### config.mk
export PLATFORM = sky130hd
export DESIGN_NAME = udi_status_top
export DESIGN_NICKNAME = d
export VERILOG_FILES = /design/src/hw/udi_pkg.sv /design/src/hw/udi_tick_if.sv /design/src/hw/udi_frame_tick.sv /design/src/hw/udi_status_top.sv
export VERILOG_INCLUDE_DIRS = /design/src /design/src/hw
export SDC_FILE = /design/constraint.sdc
export NUM_CORES = 1
export LEC_CHECK = 0
export BUFFER_PORTS_ARGS = -buffer_cell sky130_fd_sc_hd__buf_2
export CAP_MARGIN = 20
export CORE_MARGIN = 3
export CORE_UTILIZATION = 50
export DETAILED_ROUTE_END_ITERATION = 6
export GPL_TIMING_DRIVEN = 1
export PLACE_DENSITY = 0.71
export SYNTH_ARGS = -nofsm -noshare
export SYNTH_HDL_FRONTEND = slang
export SYNTH_SLANG_ARGS = --single-unit
### constraint.sdc
create_clock -name mclk -period 9.1 [get_ports mclk]
set_clock_uncertainty 0.2 [all_clocks]
set_input_delay 1.82 -clock mclk [delete_from_list [all_inputs] [get_ports mclk]]
set_output_delay 1.82 -clock mclk [all_outputs]
set_load 0.05 [all_outputs]
### src/hw/udi_regs.svh
// Purpose: offsets, field positions, reset values and timing counts of the interrupt status block
// Assumes: included by bare name from the design files
// Notes: definitions only
`ifndef UDI_REGS_SVH
`define UDI_REGS_SVH

// register offsets on the parallel host port
`define UDI_INT_STATUS_OFS 8'h18
`define UDI_CHIP_IDENTIFICATION_OFS 8'h70

// interrupt status field positions
`define UDI_BIT_USB_RESET 0
`define UDI_BIT_SOF 1
`define UDI_BIT_FRAME_TICK 2
`define UDI_BIT_SLEEP 3
`define UDI_BIT_RESUME 4
`define UDI_BIT_HIGH_SPEED 5
`define UDI_BIT_DMA 6
`define UDI_BIT_CTRL_SETUP 8
`define UDI_BIT_CTRL_OUT 10
`define UDI_BIT_CTRL_IN 11
`define UDI_BIT_EP_BASE 12

// defined flag bits, reset value and chip_identification width
`define UDI_DEFINED_MASK 32'h03FF_FD7F
`define UDI_INT_RESET 32'h0000_0000
`define UDI_CHIP_IDENTIFICATION_W 24

// frame tick timing
`define UDI_CLK_PERIOD_NS 8
`define UDI_FS_FRAME_NS 1000000
`define UDI_HS_FRAME_NS 125000
`define UDI_FS_FRAME_CYC (`UDI_FS_FRAME_NS / `UDI_CLK_PERIOD_NS)
`define UDI_HS_FRAME_CYC (`UDI_HS_FRAME_NS / `UDI_CLK_PERIOD_NS)

`endif

### src/hw/udi_pkg.sv
// Purpose: shared types of the interrupt status block
// Assumes: nothing
// Notes: numbers live in udi_regs.svh
package udi_pkg;
    // host port access state
    typedef enum logic [1:0] {
        UDI_IDLE = 2'b00,
        UDI_READ = 2'b01,
        UDI_WRITE = 2'b10
    } udi_port_state_t;
endpackage

### src/hw/udi_tick_if.sv
// Purpose: carries frame start, speed and tick between top and tick generator
// Assumes: single clock mclk
// Notes: none
`timescale 1ns/1ps
interface udi_tick_if;
    logic sof;
    logic high_speed;
    logic tick;
    modport gen (input sof, input high_speed, output tick);
    modport user (output sof, output high_speed, input tick);
endinterface

### src/hw/udi_frame_tick.sv
// Purpose: local frame tick locked to received frame starts
// Assumes: sof is a one-cycle pulse on mclk
// Notes: period counts are parameters so a bench can shorten them
`timescale 1ns/1ps
`include "udi_regs.svh"
module udi_frame_tick import udi_pkg::*; #(
    parameter int unsigned FS_CYCLES = `UDI_FS_FRAME_CYC,
    parameter int unsigned HS_CYCLES = `UDI_HS_FRAME_CYC
) (
    input wire logic mclk, // device clock
    input wire logic reset, // async reset, active high
    udi_tick_if.gen tk // frame start in, tick out
);
    logic [16:0] count_q;
    logic tick_q;
    logic [16:0] period_m1;

    // reload value follows the current speed
    assign period_m1 = tk.high_speed ? 17'(HS_CYCLES - 1) : 17'(FS_CYCLES - 1);
    assign tk.tick = tick_q;

    // countdown restarted by every received frame start
    always_ff @(posedge mclk or posedge reset) begin
        if (reset) begin
            count_q <= 17'(FS_CYCLES - 1); // first tick one full-speed frame after reset
            tick_q <= 1'b0;
        end else if (tk.sof) begin
            count_q <= period_m1;
            tick_q <= 1'b0;
        end else if (count_q == 17'h0_0000) begin
            count_q <= period_m1;
            tick_q <= 1'b1;
        end else begin
            count_q <= count_q - 17'h0_0001;
            tick_q <= 1'b0;
        end
    end
endmodule

### src/hw/udi_status_top.sv
// Purpose: interrupt status word, interrupt pin and id register behind the parallel host port
// Assumes: event inputs are one-cycle pulses or levels on mclk; host pins are asynchronous
// Notes: host pins pass two flip-flops; data, address stable while a strobe is low
//
// Function
// host writes zeros into the six top bits of the status word
// endpoint n sets transmit flag at bit 2n+11, receive flag at 2n+10
// control endpoint sets bit 11 for transmit data, bit 10 for receive data
// control request token sets bit 8; bit 9 has no function
// change of DMA status sets bit 6; bit 7 has no function
// move to high speed sets bit 5; full-speed sleep does not
// bus leaving sleep sets bit 4
// bus entering sleep sets bit 3
// local frame tick, 1 ms full speed, 125 us high speed, sets bit 2
// received frame start sets bit 1
// USB bus reset sets bit 0
// read-only three-byte id register: part code above, revision below
// host firmware reads the id to learn which features exist
// interrupt output active while any status bit is set
// writing one clears a flag; DMA also needs its reason bit cleared
// status word at 18H, four bytes, cleared by power-on and bus reset
// flags stay set until cleared; a same-cycle event beats the clear
`timescale 1ns/1ps
`include "udi_regs.svh"
module udi_status_top import udi_pkg::*; #(
    parameter int unsigned FS_CYCLES = `UDI_FS_FRAME_CYC, // full-speed tick period
    parameter int unsigned HS_CYCLES = `UDI_HS_FRAME_CYC, // high-speed tick period
    parameter logic [15:0] PART_CODE = 16'hA5C3, // arbitrary value
    parameter logic [7:0] REVISION = 8'h01, // arbitrary value
    parameter int unsigned DMA_W = 8 // width of the DMA status word
) (
    input wire logic mclk, // device clock
    input wire logic reset, // async reset, active high
    input wire logic cs_n, // host chip select pin
    input wire logic rd_n, // host read strobe pin
    input wire logic wr_n, // host write strobe pin
    input wire logic [7:0] addr, // host address pins
    input wire logic [31:0] data_in, // host data pins, input side
    output logic [31:0] data_out, // host data pins, output side
    output logic data_oe_n, // low while driving the data pins
    output logic int_out, // interrupt to host, active high
    input wire logic [7:1] endpoint_in_buffer_event, // per-endpoint transmit events
    input wire logic [7:1] endpoint_out_buffer_event, // per-endpoint receive events
    input wire logic control_in_data_event, // control transmit buffer event
    input wire logic control_out_data_event, // control receive buffer event
    input wire logic control_request_received, // control request token pulse
    input wire logic [DMA_W-1:0] dma_status, // DMA status word
    input wire logic high_speed_mode, // level: link runs at high speed
    input wire logic bus_sleep, // level: bus is suspended
    input wire logic sof_received, // frame start packet pulse
    input wire logic usb_reset_seen // bus reset detected pulse
);
    // rising edge of a level against its previous value
    function automatic logic rise(input logic now, input logic prev);
        return now & ~prev;
    endfunction

    udi_tick_if tk_if ();
    udi_port_state_t port_q;
    logic [2:0] strb_s1_q;
    logic [2:0] strb_s2_q;
    logic [7:0] addr_s1_q;
    logic [7:0] addr_s2_q;
    logic [31:0] data_s1_q;
    logic [31:0] data_s2_q;
    logic rd_prev_q;
    logic wr_prev_q;
    logic rd_on;
    logic wr_on;
    logic rd_start;
    logic wr_start;
    logic [DMA_W-1:0] dma_prev_q;
    logic hs_prev_q;
    logic sleep_prev_q;
    logic [31:0] set_vec;
    logic [31:0] clr_vec;
    logic [31:0] status_q;
    logic [31:0] status_d;
    logic [31:0] rdata;
    logic [31:0] data_out_q;
    logic data_oe_n_q;
    logic int_q;

    // frame tick generator
    assign tk_if.sof = sof_received;
    assign tk_if.high_speed = high_speed_mode;

    udi_frame_tick #(
        .FS_CYCLES(FS_CYCLES),
        .HS_CYCLES(HS_CYCLES)
    ) u_tick (
        .mclk(mclk),
        .reset(reset),
        .tk(tk_if.gen)
    );

    // two-stage synchronisers for every host pin
    always_ff @(posedge mclk or posedge reset) begin
        if (reset) begin
            strb_s1_q <= 3'h7;
            strb_s2_q <= 3'h7;
            addr_s1_q <= 8'h00;
            addr_s2_q <= 8'h00;
            data_s1_q <= 32'h0000_0000;
            data_s2_q <= 32'h0000_0000;
        end else begin
            strb_s1_q <= {cs_n, rd_n, wr_n};
            strb_s2_q <= strb_s1_q;
            addr_s1_q <= addr;
            addr_s2_q <= addr_s1_q;
            data_s1_q <= data_in;
            data_s2_q <= data_s1_q;
        end
    end

    // strobe decode and start edges
    assign rd_on = ~strb_s2_q[2] & ~strb_s2_q[1];
    assign wr_on = ~strb_s2_q[2] & ~strb_s2_q[0];
    assign rd_start = rise(rd_on, rd_prev_q) & (port_q == UDI_IDLE);
    assign wr_start = rise(wr_on, wr_prev_q) & (port_q == UDI_IDLE);

    // previous strobe levels
    always_ff @(posedge mclk or posedge reset) begin
        if (reset) begin
            rd_prev_q <= 1'b0;
            wr_prev_q <= 1'b0;
        end else begin
            rd_prev_q <= rd_on;
            wr_prev_q <= wr_on;
        end
    end

    // host port state: one access per strobe assertion
    always_ff @(posedge mclk or posedge reset) begin
        if (reset) begin
            port_q <= UDI_IDLE;
        end else begin
            case (port_q)
                UDI_IDLE: begin
                    if (rd_start) begin
                        port_q <= UDI_READ;
                    end else if (wr_start) begin
                        port_q <= UDI_WRITE;
                    end
                end
                UDI_READ: begin
                    if (!rd_on) begin
                        port_q <= UDI_IDLE;
                    end
                end
                UDI_WRITE: begin
                    if (!wr_on) begin
                        port_q <= UDI_IDLE;
                    end
                end
                default: begin
                    port_q <= UDI_IDLE;
                end
            endcase
        end
    end

    // read decode; unmapped offsets read zero
    always_comb begin
        rdata = 32'h0000_0000;
        case (addr_s2_q)
            `UDI_INT_STATUS_OFS: begin
                rdata = status_q;
            end
            `UDI_CHIP_IDENTIFICATION_OFS: begin
                rdata = {8'h00, PART_CODE, REVISION};
            end
            default: begin
                rdata = 32'h0000_0000;
            end
        endcase
    end

    // read data latched at the strobe edge, driven while the strobe stays low
    always_ff @(posedge mclk or posedge reset) begin
        if (reset) begin
            data_out_q <= 32'h0000_0000;
            data_oe_n_q <= 1'b1;
        end else begin
            if (rd_start) begin
                data_out_q <= rdata;
            end
            data_oe_n_q <= ~(rd_start | ((port_q == UDI_READ) & rd_on));
        end
    end

    // history of levels that raise flags on a change; no reset on purpose, so
    // these follow the inputs through reset and no false edge appears after it
    always_ff @(posedge mclk) begin
        dma_prev_q <= dma_status;
        hs_prev_q <= high_speed_mode;
        sleep_prev_q <= bus_sleep;
    end

    // flag set sources
    always_comb begin
        set_vec = 32'h0000_0000;
        for (int n = 1; n < 8; n++) begin
            set_vec[`UDI_BIT_EP_BASE + 2 * n - 1] = endpoint_in_buffer_event[n];
            set_vec[`UDI_BIT_EP_BASE + 2 * n - 2] = endpoint_out_buffer_event[n];
        end
        set_vec[`UDI_BIT_CTRL_IN] = control_in_data_event;
        set_vec[`UDI_BIT_CTRL_OUT] = control_out_data_event;
        set_vec[`UDI_BIT_CTRL_SETUP] = control_request_received;
        set_vec[`UDI_BIT_DMA] = (dma_status != dma_prev_q);
        set_vec[`UDI_BIT_HIGH_SPEED] = rise(high_speed_mode, hs_prev_q);
        set_vec[`UDI_BIT_RESUME] = rise(sleep_prev_q, bus_sleep);
        set_vec[`UDI_BIT_SLEEP] = rise(bus_sleep, sleep_prev_q);
        set_vec[`UDI_BIT_FRAME_TICK] = tk_if.tick | sof_received;
        set_vec[`UDI_BIT_SOF] = sof_received;
        set_vec[`UDI_BIT_USB_RESET] = usb_reset_seen;
    end

    // write-one-to-clear at the status offset; reserved bits ignored
    assign clr_vec = (wr_start && addr_s2_q == `UDI_INT_STATUS_OFS)
        ? (data_s2_q & `UDI_DEFINED_MASK) : 32'h0000_0000;

    // next status: set beats clear, bus reset wipes older flags
    always_comb begin
        if (usb_reset_seen) begin
            status_d = set_vec & `UDI_DEFINED_MASK;
        end else begin
            status_d = ((status_q & ~clr_vec) | set_vec) & `UDI_DEFINED_MASK;
        end
    end

    // status word and interrupt pin
    always_ff @(posedge mclk or posedge reset) begin
        if (reset) begin
            status_q <= `UDI_INT_RESET;
            int_q <= 1'b0;
        end else begin
            status_q <= status_d;
            int_q <= |status_d;
        end
    end

    assign data_out = data_out_q;
    assign data_oe_n = data_oe_n_q;
    assign int_out = int_q;
endmodule

==> impl_metrics.py, run 1 <==
metrics = {
    "status": {
        "outcome": "complete, no violations",
    },
    "die": {
        "dieHeight_um": 108.2,
        "die_area_mm2": 0.01171,
        "core-area_mm2": 0.009955,
        "start_util_pct": 52.45,
        "row_count": 36,
        "fp.dieW_um": 108.2,
        "num_io_pins": 108,
    },
    "logic_synthesis": {
        "netlist.area_leader.share_pct": 60.87,
        "ys_ff_latch": 153,
        "netlist_instances": 369,
        "synth_area_per_cell_um2": 14.15,
        "async_reset_ff_share_pct": 93.46,
        "synth_flop_cell": "dfrtp_1",
        "seq_area_frac_synth_pct": 72.75,
        "netlist_top_cells_count": "127 x dfrtp_1, 29 x nand2_1, 20 x a21oi_1",
        "synth-warning-count": 0,
        "synth_enable_flop_cells": 0,
        "yosysTopAreaCell": "dfrtp_1",
        "synth_cell_types": 54,
        "synth_area_leaders": "dfrtp_1 61%, dfstp_2 8.1%, dfxtp_1 3.8%",
        "syn-cell-area_mm2": 0.005221,
        "synth_most_common_cell": "dfrtp_1",
    },
    "clock_tree": {
        "htree_levels": 4,
        "cts.clk_slew.worst_paths_ns": 0.06,
        "post_cts_buffers": 0,
        "hold_buffers": 0,
        "numClockSinks": 153,
        "cts.root.buffer_cell": "clkbuf_8",
        "cts_resized": 0,
        "clk-insertion-delay-late_ns": 0.50,
        "cts_tree": "yes",
        "clockBufferDepth": 2,
        "cts_made_buffers": 17,
    },
    "placed_design": {
        "place_congestion": 0.7782,
        "place.detailed.hpwl_mm": 6.546,
        "port_buffers": 92,
    },
    "setup_path": {
        "cp-end-kind": "output port",
        "cp-start-kind": "flop",
        "cpLargestDelayFamily": "flip-flops",
        "cp_max_fo": 1,
        "critPathArrivalTime_ns": 1.26,
        "worstSetupPathType": "reg -> out",
        "slowest_stage": "dfstp_2",
        "crit_buf_inv": 1,
        "worstReg2RegStart": "addr_s2_q[0]$_DFF_PP0_",
        "required_ns": 7.08,
        "startpoint": "data_oe_n$_DFF_PP1_",
        "path_cells": "buf_2",
        "cp_slowest_stage_delay_ns": 0.51,
    },
    "power": {
        "power_leakage_nw": 2.947,
        "finalPower_mw": 1.458,
        "p_seq_share_pct": 50.5,
        "comb_power_share_pct": 5.9,
        "p_sw_uw": 330.6,
        "clkPwrFrac_pct": 43.7,
        "peakVddDrop_mv": 0.1240,
        "intPower_mw": 1.127,
        "powerDensity_mw_per_mm2": 227.3,
        "sw_frac_of_total_pct": 22.68,
    },
    "final_layout": {
        "fin_nets": 549,
        "area_growth_pct": 22.81,
        "drive_above_1_share_pct": 36.14,
        "fill_cells": 738,
        "final_util_pct": 64.42,
        "n_antenna_cell": 0,
    },
    "routing": {
        "wirelength_mm": 9.815,
        "dr.pass1.iters": 4,
        "wl_per_cell_um": 15.83,
        "post-route-drc-count": 0,
        "via_per_inst": 5.184,
        "vias": 3214,
        "drt_iter0_markers": 195,
        "detail-route-antenna-nets": 0,
    },
    "timing": {
        "max_freq_mhz": 304.9,
        "finalHoldViolations": 0,
        "slew_viol_final": 0,
        "final.setup.tns_ns": 0,
        "worst_pin_slew_ns": 0.8846,
        "setup_viol": 0,
        "min_period_over_period_pct": 36.04,
        "max_slew_margin_pct": 41.03,
        "rsz0062_at_grt": "false",
        "min_period_ns": 3.280,
    },
    "global_route": {
        "grt_pass1_wl_mm": 15.93,
        "use_met3_pct": 4.418,
        "grt_use_total_pct": 17.98,
        "grt_max_degree": 86,
        "grt_pass1_vias": 3274,
        "grt_remaining_overflow": 0,
        "antenna_found_initial": 0,
        "met2_usage_pct": 28.64,
        "grt-busiest-layer": "met2",
        "gr-usage-met1_pct": 23.81,
    },
    "hold_path": {
        "hold_start": "data_s1_q[17]$_DFF_PP0_",
        "hold_path.class": "reg -> reg",
    },
    "run": {
        "cap_viol_max_count": 0,
    },
}
[final timing paths]
check / cells after the start / endpoint / slack [ns]
setup / recovery: 1 / data_oe_n / 5.82
hold / removal: 0 / data_s2_q[17]$_DFF_PP0_ / 0.15
setup reg to reg: 6 / int_out$_DFF_PP0_ / 5.97
hold reg to reg: 0 / data_s2_q[17]$_DFF_PP0_ / 0.15
max in group asynchronous: 4 / u_tick.count_q[16]$_DFF_PP1_ / 6.46
min in group asynchronous: 2 / addr_s1_q[4]$_DFF_PP0_ / 1.16
[flip-flops by register name, indices dropped and copies added, names as in the netlist, 2 cells and up]
| signal | count |
|---|---|
| addr_s1_q | 8 |
| port_q | 2 |
| data_out | 25 |
| status_q | 24 |
| addr_s2_q | 8 |
| u_tick.count_q | 17 |
| strb_s1_q | 3 |
| strb_s2_q | 3 |
| data_s2_q | 24 |
| dma_prev_q | 8 |
| data_s1_q | 24 |
[power groups by stage]
| stage | sequential [mW] | clock [mW] | combinational (mW) |
|---|---|---|---|
| 3_5_place_dp | 0.748 | 0 | 0.0832 |
| 5_1_grt | 0.739 | 0.682 | 0.0954 |
| 2_1_floorplan | 0.746 | 0 | 0.0536 |
| 4_1_cts | 0.736 | 0.648 | 0.0839 |
| 6_report | 0.736 | 0.636 | 0.0853 |
| 3_3_place_gp | 0.746 | 0 | 0.0802 |
[kinds of logic (layout without fill, tap and decap cells)]
logic type	after synthesis	count (layout)	synth area share [%]
flops	153	153	72.75
simple gates	102	102	11.36
compound gates	68	68	9.945
buf+inv	25	137	2.444
xor+xnor	19	19	3.187
fa+ha+maj	1	1	0.2396
other cells	1	7	0.07182
[layer usage]
layer | vias to the layer above | share of wire, %
li1 | 1502 | -
met5 | - | 0
met2 | 97 | 49
met1 | 1608 | 45
met4 | 0 | 0.97
met3 | 7 | 5.1
[cell type report]
cell class	count	area (um^2)	area share, %
Clock inverter	11	97.59	1.522
Multi-Input combinational cell	197	1320	20.59
Inverter	8	35.03	0.5463
Clock buffer	21	449.2	7.005
Sequential cell	153	3799	59.24
Timing Repair Buffer	97	545.5	8.507
Tap cell	133	166.4	2.595
[per-stage QoR]
stage	cell area (um^2)	hold slack [ns]	std cells	setup slack (ns)
CTS	6342	0.1484	617	5.783
finish	6412	0.1477	620	5.820
global placement	5796	0.1318	585	5.489
global route	6412	0.1545	620	5.621
floorplan	5244	0.1312	375	3.269
detailed placement	5796	0.1347	585	5.450
[placed cells by master, fill, tap and decap left out, drive strengths merged, types with 4 or more instances in the layout]
cell type / instances
dfrtp: 127
buf: 97
nand2: 30
a21oi: 21
clkbuf: 21
nor2: 18
xnor2: 16
a22o: 16
dfstp: 16
nor4: 15
or2: 12
a221o: 10
dfxtp: 10
inv: 9
a31o: 8
conb: 7
nor3: 6
clkinv: 5
clkinvlp: 4
or4: 4
Note: power is estimated with default switching activity, not from simulation.
==> inputs of run 2 (changes only) <==
--- a/config.mk
+++ b/config.mk
@@ -9,7 +9,7 @@
 export BUFFER_PORTS_ARGS = -buffer_cell sky130_fd_sc_hd__buf_2
 export CAP_MARGIN = 20
 export CORE_MARGIN = 3
-export CORE_UTILIZATION = 50
+export CORE_UTILIZATION = 48
 export DETAILED_ROUTE_END_ITERATION = 6
 export GPL_TIMING_DRIVEN = 1
 export PLACE_DENSITY = 0.71
==> constraint.sdc (replaced) <==
create_clock -name mclk -period 2.81 [get_ports mclk]
set_clock_uncertainty 0.2 [all_clocks]
set_input_delay 0.562 -clock mclk [delete_from_list [all_inputs] [get_ports mclk]]
set_output_delay 0.562 -clock mclk [all_outputs]
set_load 0.05 [all_outputs]
==> run 2 against run 1 <==
  * Power grew to 3.4 times the previous value
  * Clock-buffer cell count shrank 2
  * Highest routed layer unchanged
  * Hold slack lost 0.10 ns
  * Critical path depth grew 7
  * Largest cell class unchanged
  * Combinational power grew to 3.8 times the previous value
==> impl_metrics.py, run 2 (synthesis results as in run 1) <==
metrics = {
    "status": {
        "outcome": "complete, no violations",
    },
    "routing": {
        "via_per_inst": 5.156,
        "detail-route-antenna-nets": 0,
        "vias": 3460,
        "post-route-drc-count": 0,
        "wl_per_cell_um": 15.76,
        "drt_iter0_markers": 271,
        "dr.pass1.iters": 4,
        "wirelength_mm": 10.57,
    },
    "die": {
        "core-area_mm2": 0.01046,
        "die_area_mm2": 0.01217,
        "dieHeight_um": 110.3,
        "num_io_pins": 108,
        "row_count": 37,
        "start_util_pct": 49.90,
        "fp.dieW_um": 110.3,
    },
    "power": {
        "power_leakage_nw": 3.170,
        "powerDensity_mw_per_mm2": 720.8,
        "peakVddDrop_mv": 0.9347,
    },
    "setup_path": {
        "cp_max_fo": 6,
        "worstSetupPathType": "reg -> reg",
        "rr_endpoint": "u_tick.count_q[1]$_DFF_PP1_",
        "cp-end-kind": "flop",
        "critPathArrivalTime_ns": 2.68,
        "required_ns": 3.05,
        "r2r_cells": 8,
        "cp-start-kind": "flop",
        "worstReg2RegStart": "u_tick.count_q[0]$_DFF_PP1_",
        "ff2ff_setup_slack_ns": 0.37,
    },
    "clock_tree": {
        "cts.root.buffer_cell": "clkbuf_8",
        "cts_made_buffers": 17,
        "hold_buffers": 46,
        "numClockSinks": 153,
        "cts_resized": 0,
        "clockBufferDepth": 2,
        "cts.clk_slew.worst_paths_ns": 0.07,
        "clk-insertion-delay-late_ns": 0.52,
        "post_cts_buffers": 0,
        "cts_tree": "yes",
        "htree_levels": 4,
    },
    "final_layout": {
        "final_util_pct": 66.00,
        "final_cells": 671,
        "fin_nets": 597,
        "area_growth_pct": 32.25,
        "n_antenna_cell": 0,
        "final_cell_area_mm2": 0.006905,
        "final_common_cell": "dfrtp_1",
        "multi_input_area_mm2": 0.001320,
        "drive_above_1_share_pct": 33.46,
        "largest_reg_flops": 25,
        "fill_cells": 772,
        "final_cell_mix": "127 x dfrtp_1, 92 x buf_2, 46 x dlygate4sd3_1",
        "seq_area_mm2": 0.003799,
    },
    "timing": {
        "final.setup.tns_ns": 0,
        "setup_slack_ns": 0.3688,
        "rsz0062_at_grt": "false",
        "min_period_ns": 2.441,
        "max_freq_mhz": 409.6,
        "finalHoldViolations": 0,
        "min_period_over_period_pct": 86.88,
        "slew_viol_final": 0,
        "worst_pin_slew_ns": 1.088,
        "max_slew_margin_pct": 27.38,
        "setup_viol": 0,
    },
    "hold_path": {
        "min_to": "status_q[19]$_DFF_PP0_",
        "hold_path.class": "in -> reg",
        "hold_start": "endpoint_in_buffer_event[4]",
        "hold_depth": 2,
    },
    "global_route": {
        "grt_remaining_overflow": 0,
        "grt_pass1_wl_mm": 17.39,
        "antenna_found_initial": 0,
        "grt_max_degree": 93,
        "grt_use_total_pct": 19.14,
        "grt_pass1_vias": 3655,
    },
    "placed_design": {
        "post-place-ws_ns": 0.3701,
        "place.detailed.hpwl_mm": 6.650,
        "dpl_cell_area_mm2": 0.005848,
        "placed_cells": 593,
        "place_congestion": 0.7343,
        "port_buffers": 92,
    },
    "run": {
        "cap_viol_max_count": 0,
    },
}
-- run 2: changes by cell type in the layout (fill, tap and decap cells not counted), sizes merged --
cell	delta
buf	+2
clkinvlp	-3
clkbuf	-2
inv	+3
dlygate4sd3	+46
bufinv	+2
-- run 2: how the worst max path moves through the flow --
stage	from	to	slack, ns	cells after the start
finish	u_tick.count_q[0]$_DFF_PP1_	u_tick.count_q[1]$_DFF_PP1_	0.37	8
global route	u_tick.count_q[0]$_DFF_PP1_	u_tick.count_q[0]$_DFF_PP1_	0.13	8
floorplan	reset	addr_s1_q[0]$_DFF_PP0_	0.27	1
CTS	addr_s2_q[0]$_DFF_PP0_	int_out$_DFF_PP0_	0.34	7
detailed placement	addr_s2_q[0]$_DFF_PP0_	int_out$_DFF_PP0_	0.37	7
global placement	addr_s2_q[0]$_DFF_PP0_	int_out$_DFF_PP0_	0.41	7
-- run 2: metal layers --
metal | track usage [%] | up-vias | share of wire [%]
met5 | 0 | - | 0
met4 | 7.124 | 0 | 1.3
met3 | 6.232 | 12 | 7.8
met2 | 32.63 | 123 | 51
met1 | 22.67 | 1722 | 40
li1 | - | 1603 | -
-- run 2: critical path, cell delays in order, from the launching register on --
cell and delay [ns]:
dfstp_2 0.38, inv_1 0.06, ha_1 0.17, nor3b_2 0.30, nand3_1 0.18, or3b_1 0.46, o21ai_2 0.24, and2_1 0.29
a21oi_1 0.08
-- run 2: layout make-up --
class / count / share of cell area (%)
multi-input cells: 197 / 19.12
clock inverters: 13 / 2.392
clock buffers: 19 / 6.251
flip-flops and latches: 153 / 55.01
inverters: 8 / 0.4892
well taps: 136 / 2.464
repair buffers: 145 / 14.28
-- run 2: power by group --
group,total [mW],internal (mW),switching [mW]
sequential,2.38,2.32,0.0631
clock,2.27,1.39,0.884
combinational,0.320,0.148,0.172
-- run 2: per-stage QoR --
step | power [mW] | hold slack (ns)
floorplan | 2.591 | 0.1312
global placement | 2.680 | 0.1327
detailed placement | 2.695 | 0.1347
CTS | 5.024 | 0.01890
global route | 5.175 | 0.02334
finish | 4.977 | 0.04406
